[src/common/iwd_defines.vh]
`ifndef IWD_DEFINES_VH
`define IWD_DEFINES_VH

// ==========================================
// Word and field layout
`define IWD_WORD_W 30
`define IWD_HALF_W 15
`define IWD_ADDR_W 17
`define IWD_OP_HI 29
`define IWD_OP_LO 24
`define IWD_SKIP_HI 23
`define IWD_SKIP_LO 21
`define IWD_SRC_HI 20
`define IWD_SRC_LO 18
`define IWD_IDX_HI 17
`define IWD_IDX_LO 15
`define IWD_OFS_HI 14
`define IWD_OFS_LO 0
`define IWD_EXT_HI 23
`define IWD_EXT_LO 18
`define IWD_IOMOD_HI 23
`define IWD_IOMOD_LO 20
`define IWD_IOSRC_HI 19
`define IWD_IOSRC_LO 18

// ==========================================
// Opcodes (octal value in the name)
`define IWD_OP_ZERO 6'h00
`define IWD_OP_EXT 6'h3F
`define IWD_OP_REG12 6'h0A
`define IWD_OP_REG72 6'h3A
`define IWD_OP_REG16 6'h0E
`define IWD_OP_REG71 6'h39
`define IWD_OP_REP70 6'h38
`define IWD_OP_JMP60 6'h30
`define IWD_OP_JMP61 6'h31
`define IWD_OP_JMP64 6'h34
`define IWD_OP_JMP65 6'h35
`define IWD_OP_IO13 6'h0B
`define IWD_OP_IO17 6'h0F
`define IWD_OP_IO62 6'h32
`define IWD_OP_IO63 6'h33
`define IWD_OP_IO66 6'h36
`define IWD_OP_IO67 6'h37
`define IWD_OP_IO73 6'h3B
`define IWD_OP_IO74 6'h3C
`define IWD_OP_IO75 6'h3D
`define IWD_OP_IO76 6'h3E

// ==========================================
// Instruction class, selector kinds, sequencer timing
`define IWD_CLASS_NONE 2'h0
`define IWD_CLASS_READ 2'h1
`define IWD_CLASS_STORE 2'h2
`define IWD_CLASS_REPLACE 2'h3
`define IWD_JK_SKIP 2'h0
`define IWD_JK_REG 2'h1
`define IWD_JK_REPEAT 2'h2
`define IWD_JK_JUMP 2'h3
`define IWD_NOP_DELAY 4'h1

`endif

[src/iwd_decoder.v]
// Functional notes
// RULE1: Normal word splits into opcode, skip selector, source selector, index select, offset.
// RULE2: Opcode is a six-bit, two-octal-digit operation code.
// RULE3: Skip selector means skip, register, repeat or jump depending on opcode.
// RULE4: Normal format for all opcodes except extended and input/output ones.
// RULE5: Read class loads a register from storage; store class writes register or storage.
// RULE6: Replace class reads storage, operates, writes result to same location.
// RULE7: Source selector offers half-word operands, zero-filled or sign-filled.
// RULE8: Index select 1 to 7 adds that index register to the offset.
// RULE9: Index select zero adds zero, offset alone is the address.
// RULE10: Read class: 0,4 immediate; 1,2,3,5,6 storage; 7 accumulator.
// RULE11: Offset and index are added as unsigned values.
// RULE12: Addition uses end-around carry back into the lowest bit.
// RULE13: Fifteen-bit index configuration makes every addition 15 bits wide.
// RULE14: Dual-index configuration uses 17 bits for index 4 to 7, else 15.
// RULE15: All-zero sum only when offset and index contribution are both zero.
// RULE16: No-operation variant starts nothing and only inserts a delay.
// RULE17: Opcode octal 77 takes bits 23-18 as the actual operation.
// RULE18: Extended format ignores class for sourcing; index and offset work normally.
// RULE19: I/O modifier may be 0 or 1 for send opcodes, otherwise 0.
// RULE20: Fields come combinationally from the registered word in the same cycle.
`timescale 1ns/1ps
`include "iwd_defines.vh"

module iwd_decoder (
   // Clock and reset
   input wire clock,
   input wire reset,
   // Instruction handoff from fetch
   input wire instr_load,
   input wire [`IWD_WORD_W-1:0] instr_word,
   input wire [1:0] instr_class,
   output wire instr_ready,
   // Configuration and index registers B1..B7, 17 bits each, B1 lowest
   input wire internal_function_register_dual_index,
   input wire [7*`IWD_ADDR_W-1:0] index_file,
   // Operand sources
   input wire [`IWD_WORD_W-1:0] accumulator,
   input wire [`IWD_WORD_W-1:0] storage_rdata,
   input wire storage_ready,
   // Execution handshake
   input wire exec_done,
   input wire [`IWD_WORD_W-1:0] exec_result,
   // Decoded fields
   output wire [5:0] opcode,
   output wire [2:0] skip_sel,
   output wire [2:0] src_sel,
   output wire [2:0] index_sel,
   output wire [`IWD_HALF_W-1:0] offset,
   output wire [5:0] actual_op,
   output wire is_extended,
   output wire is_io,
   output wire [3:0] io_modifier,
   output wire [1:0] io_src_sel,
   output wire io_send_function,
   output wire io_modifier_error,
   output wire [1:0] skip_kind,
   output wire is_nop,
   output wire is_illegal,
   output wire wide_add,
   output wire [`IWD_ADDR_W-1:0] effective,
   output wire effective_zero,
   // Operand source decode
   output wire use_immediate,
   output wire use_storage,
   output wire use_accumulator,
   output wire halfword,
   output wire sign_fill,
   // Sequencer
   output wire storage_read_req,
   output wire storage_write_req,
   output reg [`IWD_ADDR_W-1:0] storage_addr_q,
   output reg [`IWD_WORD_W-1:0] storage_wdata_q,
   output reg [`IWD_WORD_W-1:0] operand_q,
   output wire exec_start,
   output reg step_done_q,
   output wire busy
);

   // ==========================================
   // Sequencer states
   localparam ST_IDLE = 3'h0;
   localparam ST_FETCH = 3'h1;
   localparam ST_EXEC = 3'h2;
   localparam ST_WRITE = 3'h3;
   localparam ST_DELAY = 3'h4;
   localparam ST_DONE = 3'h5;

   // ==========================================
   // Decode helpers
   function is_io_op;
      input [5:0] op;
      begin
         case (op)
            `IWD_OP_IO13, `IWD_OP_IO17, `IWD_OP_IO62, `IWD_OP_IO63, `IWD_OP_IO66,
            `IWD_OP_IO67, `IWD_OP_IO73, `IWD_OP_IO74, `IWD_OP_IO75, `IWD_OP_IO76: is_io_op = 1'b1;
            default: is_io_op = 1'b0;
         endcase
      end
   endfunction

   function [1:0] kind_of;
      input [5:0] op;
      begin
         case (op)
            `IWD_OP_REG12, `IWD_OP_REG72, `IWD_OP_REG16, `IWD_OP_REG71: kind_of = `IWD_JK_REG;
            `IWD_OP_REP70: kind_of = `IWD_JK_REPEAT;
            `IWD_OP_JMP60, `IWD_OP_JMP61, `IWD_OP_JMP64, `IWD_OP_JMP65: kind_of = `IWD_JK_JUMP;
            default: kind_of = `IWD_JK_SKIP;
         endcase
      end
   endfunction

   // Only the two send opcodes may carry a nonzero modifier
   function is_send_op;
      input [5:0] op;
      begin
         case (op)
            `IWD_OP_IO74, `IWD_OP_IO76: is_send_op = 1'b1;
            default: is_send_op = 1'b0;
         endcase
      end
   endfunction

   // Selector decode is shared by immediate, storage and accumulator paths
   function [1:0] src_kind;
      input [2:0] sel;
      begin
         case (sel)
            3'h0, 3'h4: src_kind = 2'h0;
            3'h7: src_kind = 2'h2;
            default: src_kind = 2'h1;
         endcase
      end
   endfunction

   function [`IWD_WORD_W-1:0] fill_half;
      input [`IWD_HALF_W-1:0] half;
      input sfill;
      begin
         fill_half = {{`IWD_HALF_W{sfill & half[`IWD_HALF_W-1]}}, half};
      end
   endfunction

   // ==========================================
   // Registered instruction word
   reg [`IWD_WORD_W-1:0] instr_q;
   reg [1:0] class_q;
   reg pend_q;
   reg [2:0] state_q;
   reg [2:0] state_d;
   reg [3:0] delay_q;

   assign instr_ready = (state_q == ST_IDLE) && !pend_q;

   always @(posedge clock) begin
      if (reset) begin
         instr_q <= {`IWD_WORD_W{1'b0}};
         class_q <= `IWD_CLASS_NONE;
         pend_q <= 1'b0;
      end else if (instr_load && instr_ready) begin
         instr_q <= instr_word;
         class_q <= instr_class;
         pend_q <= 1'b1;
      end else if (state_q == ST_IDLE && pend_q) begin
         pend_q <= 1'b0;
      end
   end

   // ==========================================
   // Field extraction, same cycle as the registered word [RULE20]
   assign opcode = instr_q[`IWD_OP_HI:`IWD_OP_LO]; // [RULE1] [RULE2]
   assign skip_sel = instr_q[`IWD_SKIP_HI:`IWD_SKIP_LO]; // [RULE1]
   assign src_sel = instr_q[`IWD_SRC_HI:`IWD_SRC_LO]; // [RULE1]
   assign index_sel = instr_q[`IWD_IDX_HI:`IWD_IDX_LO]; // [RULE1]
   assign offset = instr_q[`IWD_OFS_HI:`IWD_OFS_LO]; // [RULE1]

   assign is_extended = (opcode == `IWD_OP_EXT); // [RULE4]
   assign is_io = is_io_op(opcode); // [RULE4]
   // Extended word carries its real operation in place of skip and source fields
   wire [5:0] ext_op;
   assign ext_op = instr_q[`IWD_EXT_HI:`IWD_EXT_LO];
   assign actual_op = is_extended ? ext_op : opcode; // [RULE17]

   assign io_modifier = is_io ? instr_q[`IWD_IOMOD_HI:`IWD_IOMOD_LO] : 4'h0;
   assign io_src_sel = is_io ? instr_q[`IWD_IOSRC_HI:`IWD_IOSRC_LO] : 2'h0;
   // Send opcodes accept 0 (data) or 1 (function word); every other I/O opcode only 0
   assign io_send_function = is_io && is_send_op(opcode) && (io_modifier == 4'h1); // [RULE19]
   assign io_modifier_error = is_io && (is_send_op(opcode) ? (io_modifier > 4'h1) :
      (io_modifier != 4'h0)); // [RULE19]

   // Skip selector meaning only exists in the normal format
   assign skip_kind = (is_extended || is_io) ? `IWD_JK_SKIP : kind_of(opcode); // [RULE3]
   assign is_nop = (opcode == `IWD_OP_REG12 || opcode == `IWD_OP_REG72) && (skip_sel == 3'h0); // [RULE16]
   assign is_illegal = (opcode == `IWD_OP_ZERO) ||
      (is_extended && ext_op == 6'h00);

   // ==========================================
   // Index selection and address adder
   wire [`IWD_ADDR_W-1:0] index_value;
   wire [`IWD_ADDR_W-1:0] index_slot [0:7];

   assign index_slot[0] = {`IWD_ADDR_W{1'b0}}; // [RULE9]
   genvar gi;
   generate
      for (gi = 1; gi < 8; gi = gi + 1) begin : g_index
         assign index_slot[gi] = index_file[gi*`IWD_ADDR_W-1:(gi-1)*`IWD_ADDR_W]; // [RULE8]
      end
   endgenerate
   assign index_value = index_slot[index_sel]; // [RULE8]

   // Upper four index registers get the wide adder only in the dual configuration
   assign wide_add = internal_function_register_dual_index && index_sel[2]; // [RULE13] [RULE14]

   iwd_eac_adder u_adder (
      .offset(offset),
      .index_value(index_value),
      .wide(wide_add),
      .sum(effective)
   );
   assign effective_zero = (effective == {`IWD_ADDR_W{1'b0}}); // [RULE15]

   // ==========================================
   // Operand source decode
   wire normal_fmt;
   wire [1:0] skind;
   wire is_read;
   wire is_store;
   wire is_replace;
   wire store_to_mem;

   assign normal_fmt = !is_extended && !is_io;
   assign skind = src_kind(src_sel);
   assign is_read = normal_fmt && class_q == `IWD_CLASS_READ;
   assign is_store = normal_fmt && class_q == `IWD_CLASS_STORE;
   assign is_replace = normal_fmt && class_q == `IWD_CLASS_REPLACE;
   // Class plays no part in the extended format [RULE18]
   assign use_immediate = is_read && skind == 2'h0; // [RULE10]
   assign use_storage = (is_read || is_replace) && skind == 2'h1; // [RULE5] [RULE6] [RULE10]
   assign use_accumulator = is_read && skind == 2'h2; // [RULE10]
   assign store_to_mem = is_store && skind == 2'h1; // [RULE5]

   // Selector 3 moves the whole word; 1,5 low half and 2,6 high half; 4..6 sign-fill
   reg half_sel;
   reg sfill_sel;

   always @* begin
      half_sel = 1'b0;
      sfill_sel = 1'b0;
      case (src_sel)
         3'h1, 3'h2: begin
            half_sel = 1'b1;
         end
         3'h4: begin
            sfill_sel = 1'b1;
         end
         3'h5, 3'h6: begin
            half_sel = 1'b1;
            sfill_sel = 1'b1;
         end
         default: begin
            half_sel = 1'b0;
            sfill_sel = 1'b0;
         end
      endcase
   end
   assign halfword = normal_fmt && half_sel; // [RULE7]
   assign sign_fill = normal_fmt && sfill_sel; // [RULE7]

   wire [`IWD_WORD_W-1:0] storage_operand;
   wire [`IWD_WORD_W-1:0] direct_operand;

   assign storage_operand = !halfword ? storage_rdata :
      fill_half(src_sel[1] ? storage_rdata[`IWD_WORD_W-1:`IWD_HALF_W] : storage_rdata[`IWD_HALF_W-1:0],
      sign_fill); // [RULE7]
   // Immediate value is the low 15 bits of the sum unless the wide adder was used
   assign direct_operand = use_accumulator ? accumulator :
      (wide_add ? {{(`IWD_WORD_W-`IWD_ADDR_W){1'b0}}, effective} :
      fill_half(effective[`IWD_HALF_W-1:0], sign_fill)); // [RULE10]

   // ==========================================
   // Sequencer: fetch, execute, write back
   always @* begin
      state_d = state_q;
      case (state_q)
         ST_IDLE: begin
            if (pend_q) begin
               if (is_illegal)
                  state_d = ST_DONE;
               else if (is_nop)
                  state_d = ST_DELAY; // [RULE16]
               else if (use_storage)
                  state_d = ST_FETCH; // [RULE5] [RULE6]
               else
                  state_d = ST_EXEC;
            end
         end
         ST_FETCH: begin
            if (storage_ready)
               state_d = ST_EXEC;
         end
         ST_EXEC: begin
            if (exec_done)
               state_d = (is_replace || store_to_mem) ? ST_WRITE : ST_DONE; // [RULE6]
         end
         ST_WRITE: begin
            if (storage_ready)
               state_d = ST_DONE;
         end
         ST_DELAY: begin
            if (delay_q == `IWD_NOP_DELAY)
               state_d = ST_DONE;
         end
         ST_DONE: state_d = ST_IDLE;
         default: state_d = ST_IDLE;
      endcase
   end

   always @(posedge clock) begin
      if (reset) begin
         state_q <= ST_IDLE;
         delay_q <= 4'h0;
         storage_addr_q <= {`IWD_ADDR_W{1'b0}};
         storage_wdata_q <= {`IWD_WORD_W{1'b0}};
         operand_q <= {`IWD_WORD_W{1'b0}};
         step_done_q <= 1'b0;
      end else begin
         state_q <= state_d;
         step_done_q <= (state_d == ST_DONE);
         delay_q <= (state_q == ST_DELAY) ? delay_q + 4'h1 : 4'h0;
         // Address is captured once so the write-back lands on the word that was read
         if (state_q == ST_IDLE && pend_q)
            storage_addr_q <= effective; // [RULE6]
         if (state_q == ST_IDLE && pend_q && !use_storage)
            operand_q <= direct_operand; // [RULE10] [RULE18]
         if (state_q == ST_FETCH && storage_ready)
            operand_q <= storage_operand; // [RULE5] [RULE7]
         if (state_q == ST_EXEC && exec_done)
            storage_wdata_q <= exec_result; // [RULE6]
      end
   end

   // No-operation never raises a storage or execution request [RULE16]
   assign storage_read_req = (state_q == ST_FETCH);
   assign storage_write_req = (state_q == ST_WRITE);
   assign exec_start = (state_q == ST_EXEC);
   assign busy = (state_q != ST_IDLE) || pend_q;

endmodule // iwd_decoder

[src/iwd_eac_adder.v]
`timescale 1ns/1ps
`include "iwd_defines.vh"

// ==========================================
// Unsigned end-around-carry adder, 15 or 17 bits wide
module iwd_eac_adder (
   // Operands
   input wire [`IWD_HALF_W-1:0] offset,
   input wire [`IWD_ADDR_W-1:0] index_value,
   input wire wide,
   // Result
   output wire [`IWD_ADDR_W-1:0] sum
);
   wire [`IWD_HALF_W:0] raw15;
   wire [`IWD_ADDR_W:0] raw17;
   wire [`IWD_HALF_W-1:0] sum15;
   wire [`IWD_ADDR_W-1:0] sum17;

   // Both inputs zero-extended, never sign-extended [RULE11]
   assign raw15 = {1'b0, offset} + {1'b0, index_value[`IWD_HALF_W-1:0]};
   assign raw17 = {3'h0, offset} + {1'b0, index_value};
   // Carry re-enters at bit 0; a second carry is impossible since the first sum is at most 2^(n+1)-2 [RULE12]
   assign sum15 = raw15[`IWD_HALF_W-1:0] + {{(`IWD_HALF_W-1){1'b0}}, raw15[`IWD_HALF_W]};
   assign sum17 = raw17[`IWD_ADDR_W-1:0] + {{(`IWD_ADDR_W-1){1'b0}}, raw17[`IWD_ADDR_W]};
   // Result is zero only for zero plus zero; all ones stays as minus zero [RULE15]
   assign sum = wide ? sum17 : {2'h0, sum15}; // [RULE13] [RULE14]

endmodule // iwd_eac_adder

[config.mk]
export PLATFORM = sky130hd
export DESIGN_NAME = iwd_decoder
export DESIGN_NICKNAME = d
export VERILOG_FILES = /design/src/iwd_decoder.v /design/src/iwd_eac_adder.v
export VERILOG_INCLUDE_DIRS = /design/src /design/src/common
export SDC_FILE = /design/constraint.sdc
export NUM_CORES = 1
export LEC_CHECK = 0
export ABC_AREA = 1
export BUFFER_PORTS_ARGS = -buffer_cell sky130_fd_sc_hd__buf_2
export CAP_MARGIN = 20
export CORE_AREA = 3 3 157 159
export CTS_CLUSTER_DIAMETER = 30
export DETAILED_ROUTE_END_ITERATION = 6
export DIE_AREA = 0 0 160 162
export GPL_TIMING_DRIVEN = 0
export SETUP_SLACK_MARGIN = 0.2
export SYNTH_ARGS = -nofsm -noshare
export SYNTH_HDL_FRONTEND = slang
export SYNTH_SLANG_ARGS = --single-unit
[constraint.sdc]
create_clock -name clock -period 7 [get_ports clock]
set_input_delay 1.4 -clock clock [delete_from_list [all_inputs] [get_ports clock]]
set_output_delay 1.4 -clock clock [all_outputs]
set_load 0.01 [all_outputs]
==> impl_results.html <==
<table>
<tr><th>Metric</th><th>Value</th></tr>
<tr><th colspan="2">Outcome</th></tr>
<tr><td>Result of the run</td><td>complete, no violations</td></tr>
<tr><th colspan="2">Logic synthesis</th></tr>
<tr><td>Mapped Area</td><td>slightly above 0.008 sq mm</td></tr>
<tr><td>Proportion of synthesized chip area in sequential cells</td><td>0.291</td></tr>
<tr><td>Register bit total from synthesis</td><td>118</td></tr>
<tr><td>Proportion of register bits with asynchronous set or reset after synthesis</td><td>0</td></tr>
<tr><td>Post-synth net total</td><td>between 1.5k and 2k</td></tr>
<tr><td>Count of different cell masters after synthesis</td><td>50</td></tr>
<tr><td>EDFF count, synth</td><td>0</td></tr>
<tr><td>Per-instance average area after synthesis</td><td>6.16 sq um</td></tr>
<tr><td>Yosys warns</td><td>0</td></tr>
<tr><td>Predominant post-synthesis flop cell</td><td>sky130_fd_sc_hd__dfxtp_1</td></tr>
<tr><td>Number of instances in the synthesized netlist</td><td>1317</td></tr>
<tr><th colspan="2">Global route</th></tr>
<tr><td>Overall routing resource usage</td><td>0.263</td></tr>
<tr><td>Number of antenna violations at the first check in global routing</td><td>3</td></tr>
<tr><td>First-pass GRT wire length</td><td>approximately 54 mm</td></tr>
<tr><td>Overflow after GRT</td><td>0</td></tr>
<tr><td>Pin count of the biggest net entering global routing</td><td>17</td></tr>
<tr><td>Vias in the first global route</td><td>9918</td></tr>
<tr><th colspan="2">Critical path</th></tr>
<tr><td>Crit path arrival time</td><td>5.08 ns</td></tr>
<tr><td>Critical Path Fanout Max</td><td>6</td></tr>
<tr><td>Type of the setup path with the least slack</td><td>in2out</td></tr>
<tr><td>Kind of capture point of the worst setup path</td><td>output port</td></tr>
<tr><td>CP Launch Type</td><td>primary input</td></tr>
<tr><td>Worst EP required</td><td>5.60 ns</td></tr>
<tr><th colspan="2">STA</th></tr>
<tr><td>Max Slew Vio Count</td><td>0</td></tr>
<tr><td>Actual transition at the worst max-transition pin</td><td>between 0.7 and 0.8 ns</td></tr>
<tr><td>Time the final worst path needs with I/O delays and setup</td><td>about 6.5 ns</td></tr>
<tr><td>Maximum frequency from static timing analysis</td><td>154 MHz</td></tr>
<tr><td>Setup TNS</td><td>0 ns</td></tr>
<tr><td>Part of the cycle the worst path needs</td><td>0.925</td></tr>
<tr><td>Slew HR</td><td>0.471</td></tr>
<tr><td>Max Clock Skew</td><td>0.0203 ns</td></tr>
<tr><td>Setup violators final</td><td>0</td></tr>
<tr><td>RSZ-0062 raised after global routing</td><td>no</td></tr>
<tr><td>Hold Slack</td><td>0.469 ns</td></tr>
<tr><td>Total count of hold-check failures in the final report</td><td>0</td></tr>
<tr><th colspan="2">Drt</th></tr>
<tr><td>Wire length per cell after detailed routing</td><td>17.2 microns</td></tr>
<tr><td>Number of search-and-repair iterations in the first detailed-routing pass</td><td>5</td></tr>
<tr><td>Overall via count from detail_route</td><td>10.4k</td></tr>
<tr><td>Remaining number of nets flagged by the antenna check after routing</td><td>0</td></tr>
<tr><td>Count of routing violations after the opening detailed-route iteration</td><td>741</td></tr>
<tr><td>Detailed Route WL</td><td>35.8 mm</td></tr>
<tr><td>DRC viols</td><td>0</td></tr>
<tr><td>Vias per cell</td><td>5.00</td></tr>
<tr><th colspan="2">Finish</th></tr>
<tr><td>Count of fill cells added during filler insertion</td><td>around 2.6k</td></tr>
<tr><td>Number of nets at the end of the flow</td><td>roughly 2k</td></tr>
<tr><td>Final instance area</td><td>roughly 0.011 sq mm</td></tr>
<tr><td>Area Overhead vs Synth</td><td>40.3%</td></tr>
<tr><td>Proportion of layout cells with a drive suffix above 1</td><td>0.305</td></tr>
<tr><td>Final Non-Filler Cells</td><td>2085</td></tr>
<tr><td>Final cell utilization of the core</td><td>0.486</td></tr>
<tr><th colspan="2">CTS</th></tr>
<tr><td>Root cell of the clock tree</td><td>sky130_fd_sc_hd__clkbuf_16</td></tr>
<tr><td>Number of sinks on the clock net</td><td>118</td></tr>
<tr><td>Post-CTS Hold Buffers</td><td>0</td></tr>
<tr><td>Maximum clock path buffer count</td><td>2</td></tr>
<tr><td>CTS clk-pin slew, worst paths</td><td>0.06 ns</td></tr>
<tr><td>Clock insertion delay at the later pin of the skew report</td><td>0.42 ns</td></tr>
<tr><td>TritonCTS Buffers</td><td>17</td></tr>
<tr><td>CTS tree</td><td>built</td></tr>
<tr><td># H-tree levels</td><td>4</td></tr>
<tr><th colspan="2">Placed design</th></tr>
<tr><td>Inst Count DP</td><td>2038</td></tr>
<tr><td>Port-buffer cells</td><td>402</td></tr>
<tr><td>Post-detailed-placement cell area</td><td>0.0105 sq mm</td></tr>
<tr><td>Sum of net half-perimeters after detailed placement</td><td>29.3 mm</td></tr>
<tr><td>Placer Congestion</td><td>0.926</td></tr>
<tr><th colspan="2">Run</th></tr>
<tr><td>Count of maximum capacitance violations</td><td>0</td></tr>
<tr><th colspan="2">Die</th></tr>
<tr><td>Floorplan die height</td><td>162 microns</td></tr>
<tr><td>Starting Density</td><td>0.347</td></tr>
<tr><td>Placeable core region</td><td>0.0234 sq mm</td></tr>
<tr><td>Count of standard-cell rows</td><td>56</td></tr>
<tr><td>Die X</td><td>160 microns</td></tr>
<tr><td>Die Footprint</td><td>0.0259 sq mm</td></tr>
<tr><td>Count of pins on the block boundary</td><td>404</td></tr>
<tr><th colspan="2">Power and ir drop</th></tr>
<tr><td>Static leakage</td><td>0.00590 uW</td></tr>
<tr><td>Worst ir drop on vdd</td><td>0.000233 V</td></tr>
<tr><td>Fraction of power consumed by sequential logic</td><td>0.185</td></tr>
<tr><td>Power per Cell Area</td><td>523 mW/mm^2</td></tr>
<tr><td>Switching component of the power</td><td>3130 uW</td></tr>
<tr><td>Internal power</td><td>roughly 2800 uW</td></tr>
<tr><td>Proportion of total power due to net switching</td><td>0.526</td></tr>
<tr><td>Clock network fraction of design power</td><td>0.146</td></tr>
<tr><td>Combinational group share of total power</td><td>0.669</td></tr>
<tr><th colspan="2">Hold path</th></tr>
<tr><td>Type of the most critical hold path</td><td>reg2reg</td></tr>
</table>
==> power by group through the flow <==
stage          Combinational (uW)  Clock [uW]  Sequential (uW)
5_1_grt                      4420         915             1140
3_3_place_gp                 3700           0             1110
6_report                     3980         869             1100
3_5_place_dp                 3720           0             1110
2_1_floorplan                2300           0             1200
4_1_cts                      3750         882             1100
==> routing by layer <==
layer,GRT usage,vias to the layer above,wire (microns)
li1,-,5202,-
met1,0.326,4723,14900
met2,0.446,417,17100
met3,0.0515,87,2380
met4,0.112,0,1370
met5,0,-,0
==> through the flow <==
| step | worst slack, ns | total power [uW] |
|---|---|---|
| after floorplan | 0.934 | 3500 |
| after global placement | 0.264 | 4810 |
| after global routing | 0.203 | 6470 |
| after detailed placement | 0.211 | 4830 |
| final | 0.522 | 5960 |
| after CTS | 0.228 | 5730 |
==> placed cells by master (no fill, tap or decap), drive strengths merged, types with 2 or more instances in the layout <==
cell type	instances
a21o	5
a21oi	127
a31oi	12
a32oi	15
and2	4
buf	426
clkbuf	76
clkinv	6
clkinvlp	4
dfxtp	118
diode	4
ha	25
inv	149
nand2	240
nand3	74
nand3b	3
nand4	8
nor2	227
nor3	14
o211ai	10
o21ai	179
o21bai	5
o22a	2
o22ai	5
or2	10
xnor2	2
xor2	9
==> synthesized netlist by cell type (8+ instances only) <==
cell type / n / area share
sky130_fd_sc_hd__nand2_1: 229 / 0.11
sky130_fd_sc_hd__nor2_1: 218 / 0.10
sky130_fd_sc_hd__o21ai_0: 177 / 0.11
sky130_fd_sc_hd__inv_1: 142 / 0.066
sky130_fd_sc_hd__a21oi_1: 125 / 0.077
sky130_fd_sc_hd__dfxtp_1: 118 / 0.29
sky130_fd_sc_hd__nand3_1: 68 / 0.042
sky130_fd_sc_hd__clkbuf_1: 55 / 0.025
sky130_fd_sc_hd__ha_1: 25 / 0.039
sky130_fd_sc_hd__a32oi_1: 15 / 0.016
sky130_fd_sc_hd__a31oi_1: 12 / 0.0093
sky130_fd_sc_hd__nor3_1: 11 / 0.0068
sky130_fd_sc_hd__nand2_2: 10 / 0.0077
sky130_fd_sc_hd__o211ai_1: 10 / 0.0093
sky130_fd_sc_hd__xor2_1: 9 / 0.0097
sky130_fd_sc_hd__nand4_1: 8 / 0.0062
==> final timing paths <==
path	from	to	slack, ns	depth (start not counted)
hold / removal	delay_q[0]$_SDFF_PP0_	delay_q[0]$_SDFF_PP0_	0.47	1
hold reg to reg	delay_q[0]$_SDFF_PP0_	delay_q[0]$_SDFF_PP0_	0.47	1
setup / recovery	index_file[80]	effective_zero	0.52	26
setup reg to reg	instr_q[16]$_SDFFE_PP0P_	operand_q[26]$_SDFFE_PP0P_	2.27	28
==> flip-flops by register name, indices dropped and copies added, names as in the netlist <==
register,count
class_q,2
delay_q,4
instr_q,30
operand_q,30
pend_q,1
state_q,3
step_done_q,1
storage_addr_q,17
storage_wdata_q,30
==> final cells by class <==
cell class | count | area, sq um | share of cell area
antenna | 4 | 10.0 | 0.000879
multi-input combinational | 982 | 5070 | 0.445
inverter | 148 | 556 | 0.0488
timing repair buffer | 413 | 2090 | 0.184
buffer | 69 | 308 | 0.0270
clock inverter | 12 | 118 | 0.0103
clock buffer | 20 | 467 | 0.0410
tap | 319 | 399 | 0.0351
sequential | 118 | 2360 | 0.208
==> timing repair <==
action / CTS / global route
gates resized for setup: 11 / 45
endpoints found under the hold margin: 0 / 0
setup buffers: 0 / 11
setup endpoints to repair: 3 / 8
pin swaps: 0 / 15
==> worst max-delay path: stages <==
cell                      delay, ns
sky130_fd_sc_hd__buf_2         0.09
sky130_fd_sc_hd__nor2_1        0.09
sky130_fd_sc_hd__nor2_1        0.04
sky130_fd_sc_hd__o21ai_0       0.11
sky130_fd_sc_hd__a32oi_1       0.17
sky130_fd_sc_hd__ha_2          0.42
sky130_fd_sc_hd__nand2_1       0.12
sky130_fd_sc_hd__nor2_2        0.17
sky130_fd_sc_hd__and2_1        0.16
sky130_fd_sc_hd__nand2_2       0.07
sky130_fd_sc_hd__nand2_2       0.09
sky130_fd_sc_hd__nand2_1       0.08
sky130_fd_sc_hd__nor2_1        0.12
sky130_fd_sc_hd__ha_2          0.20
sky130_fd_sc_hd__or2_2         0.10
sky130_fd_sc_hd__o21ai_0       0.07
sky130_fd_sc_hd__or2_1         0.23
sky130_fd_sc_hd__buf_4         0.17
sky130_fd_sc_hd__nor2_4        0.13
sky130_fd_sc_hd__nand2_1       0.16
sky130_fd_sc_hd__nor3_2        0.20
sky130_fd_sc_hd__xor2_2        0.33
sky130_fd_sc_hd__nor2_1        0.07
sky130_fd_sc_hd__nand2_1       0.08
sky130_fd_sc_hd__nor3_1        0.04
sky130_fd_sc_hd__buf_2         0.15
==> kinds of logic (layout without fill, tap and decap cells) <==
group	Yosys count	count (layout)	synth area share
other	0	4	0
flip-flops	118	118	0.291
AND/OR/NAND/NOR	581	581	0.309
AO/OA/AOI/OAI	364	364	0.244
adder cells (fa/ha/maj)	26	26	0.0410
XOR/XNOR	11	11	0.0119
buffers and inverters	217	662	0.103
No activity file was read; power rests on OpenSTA's default activity.
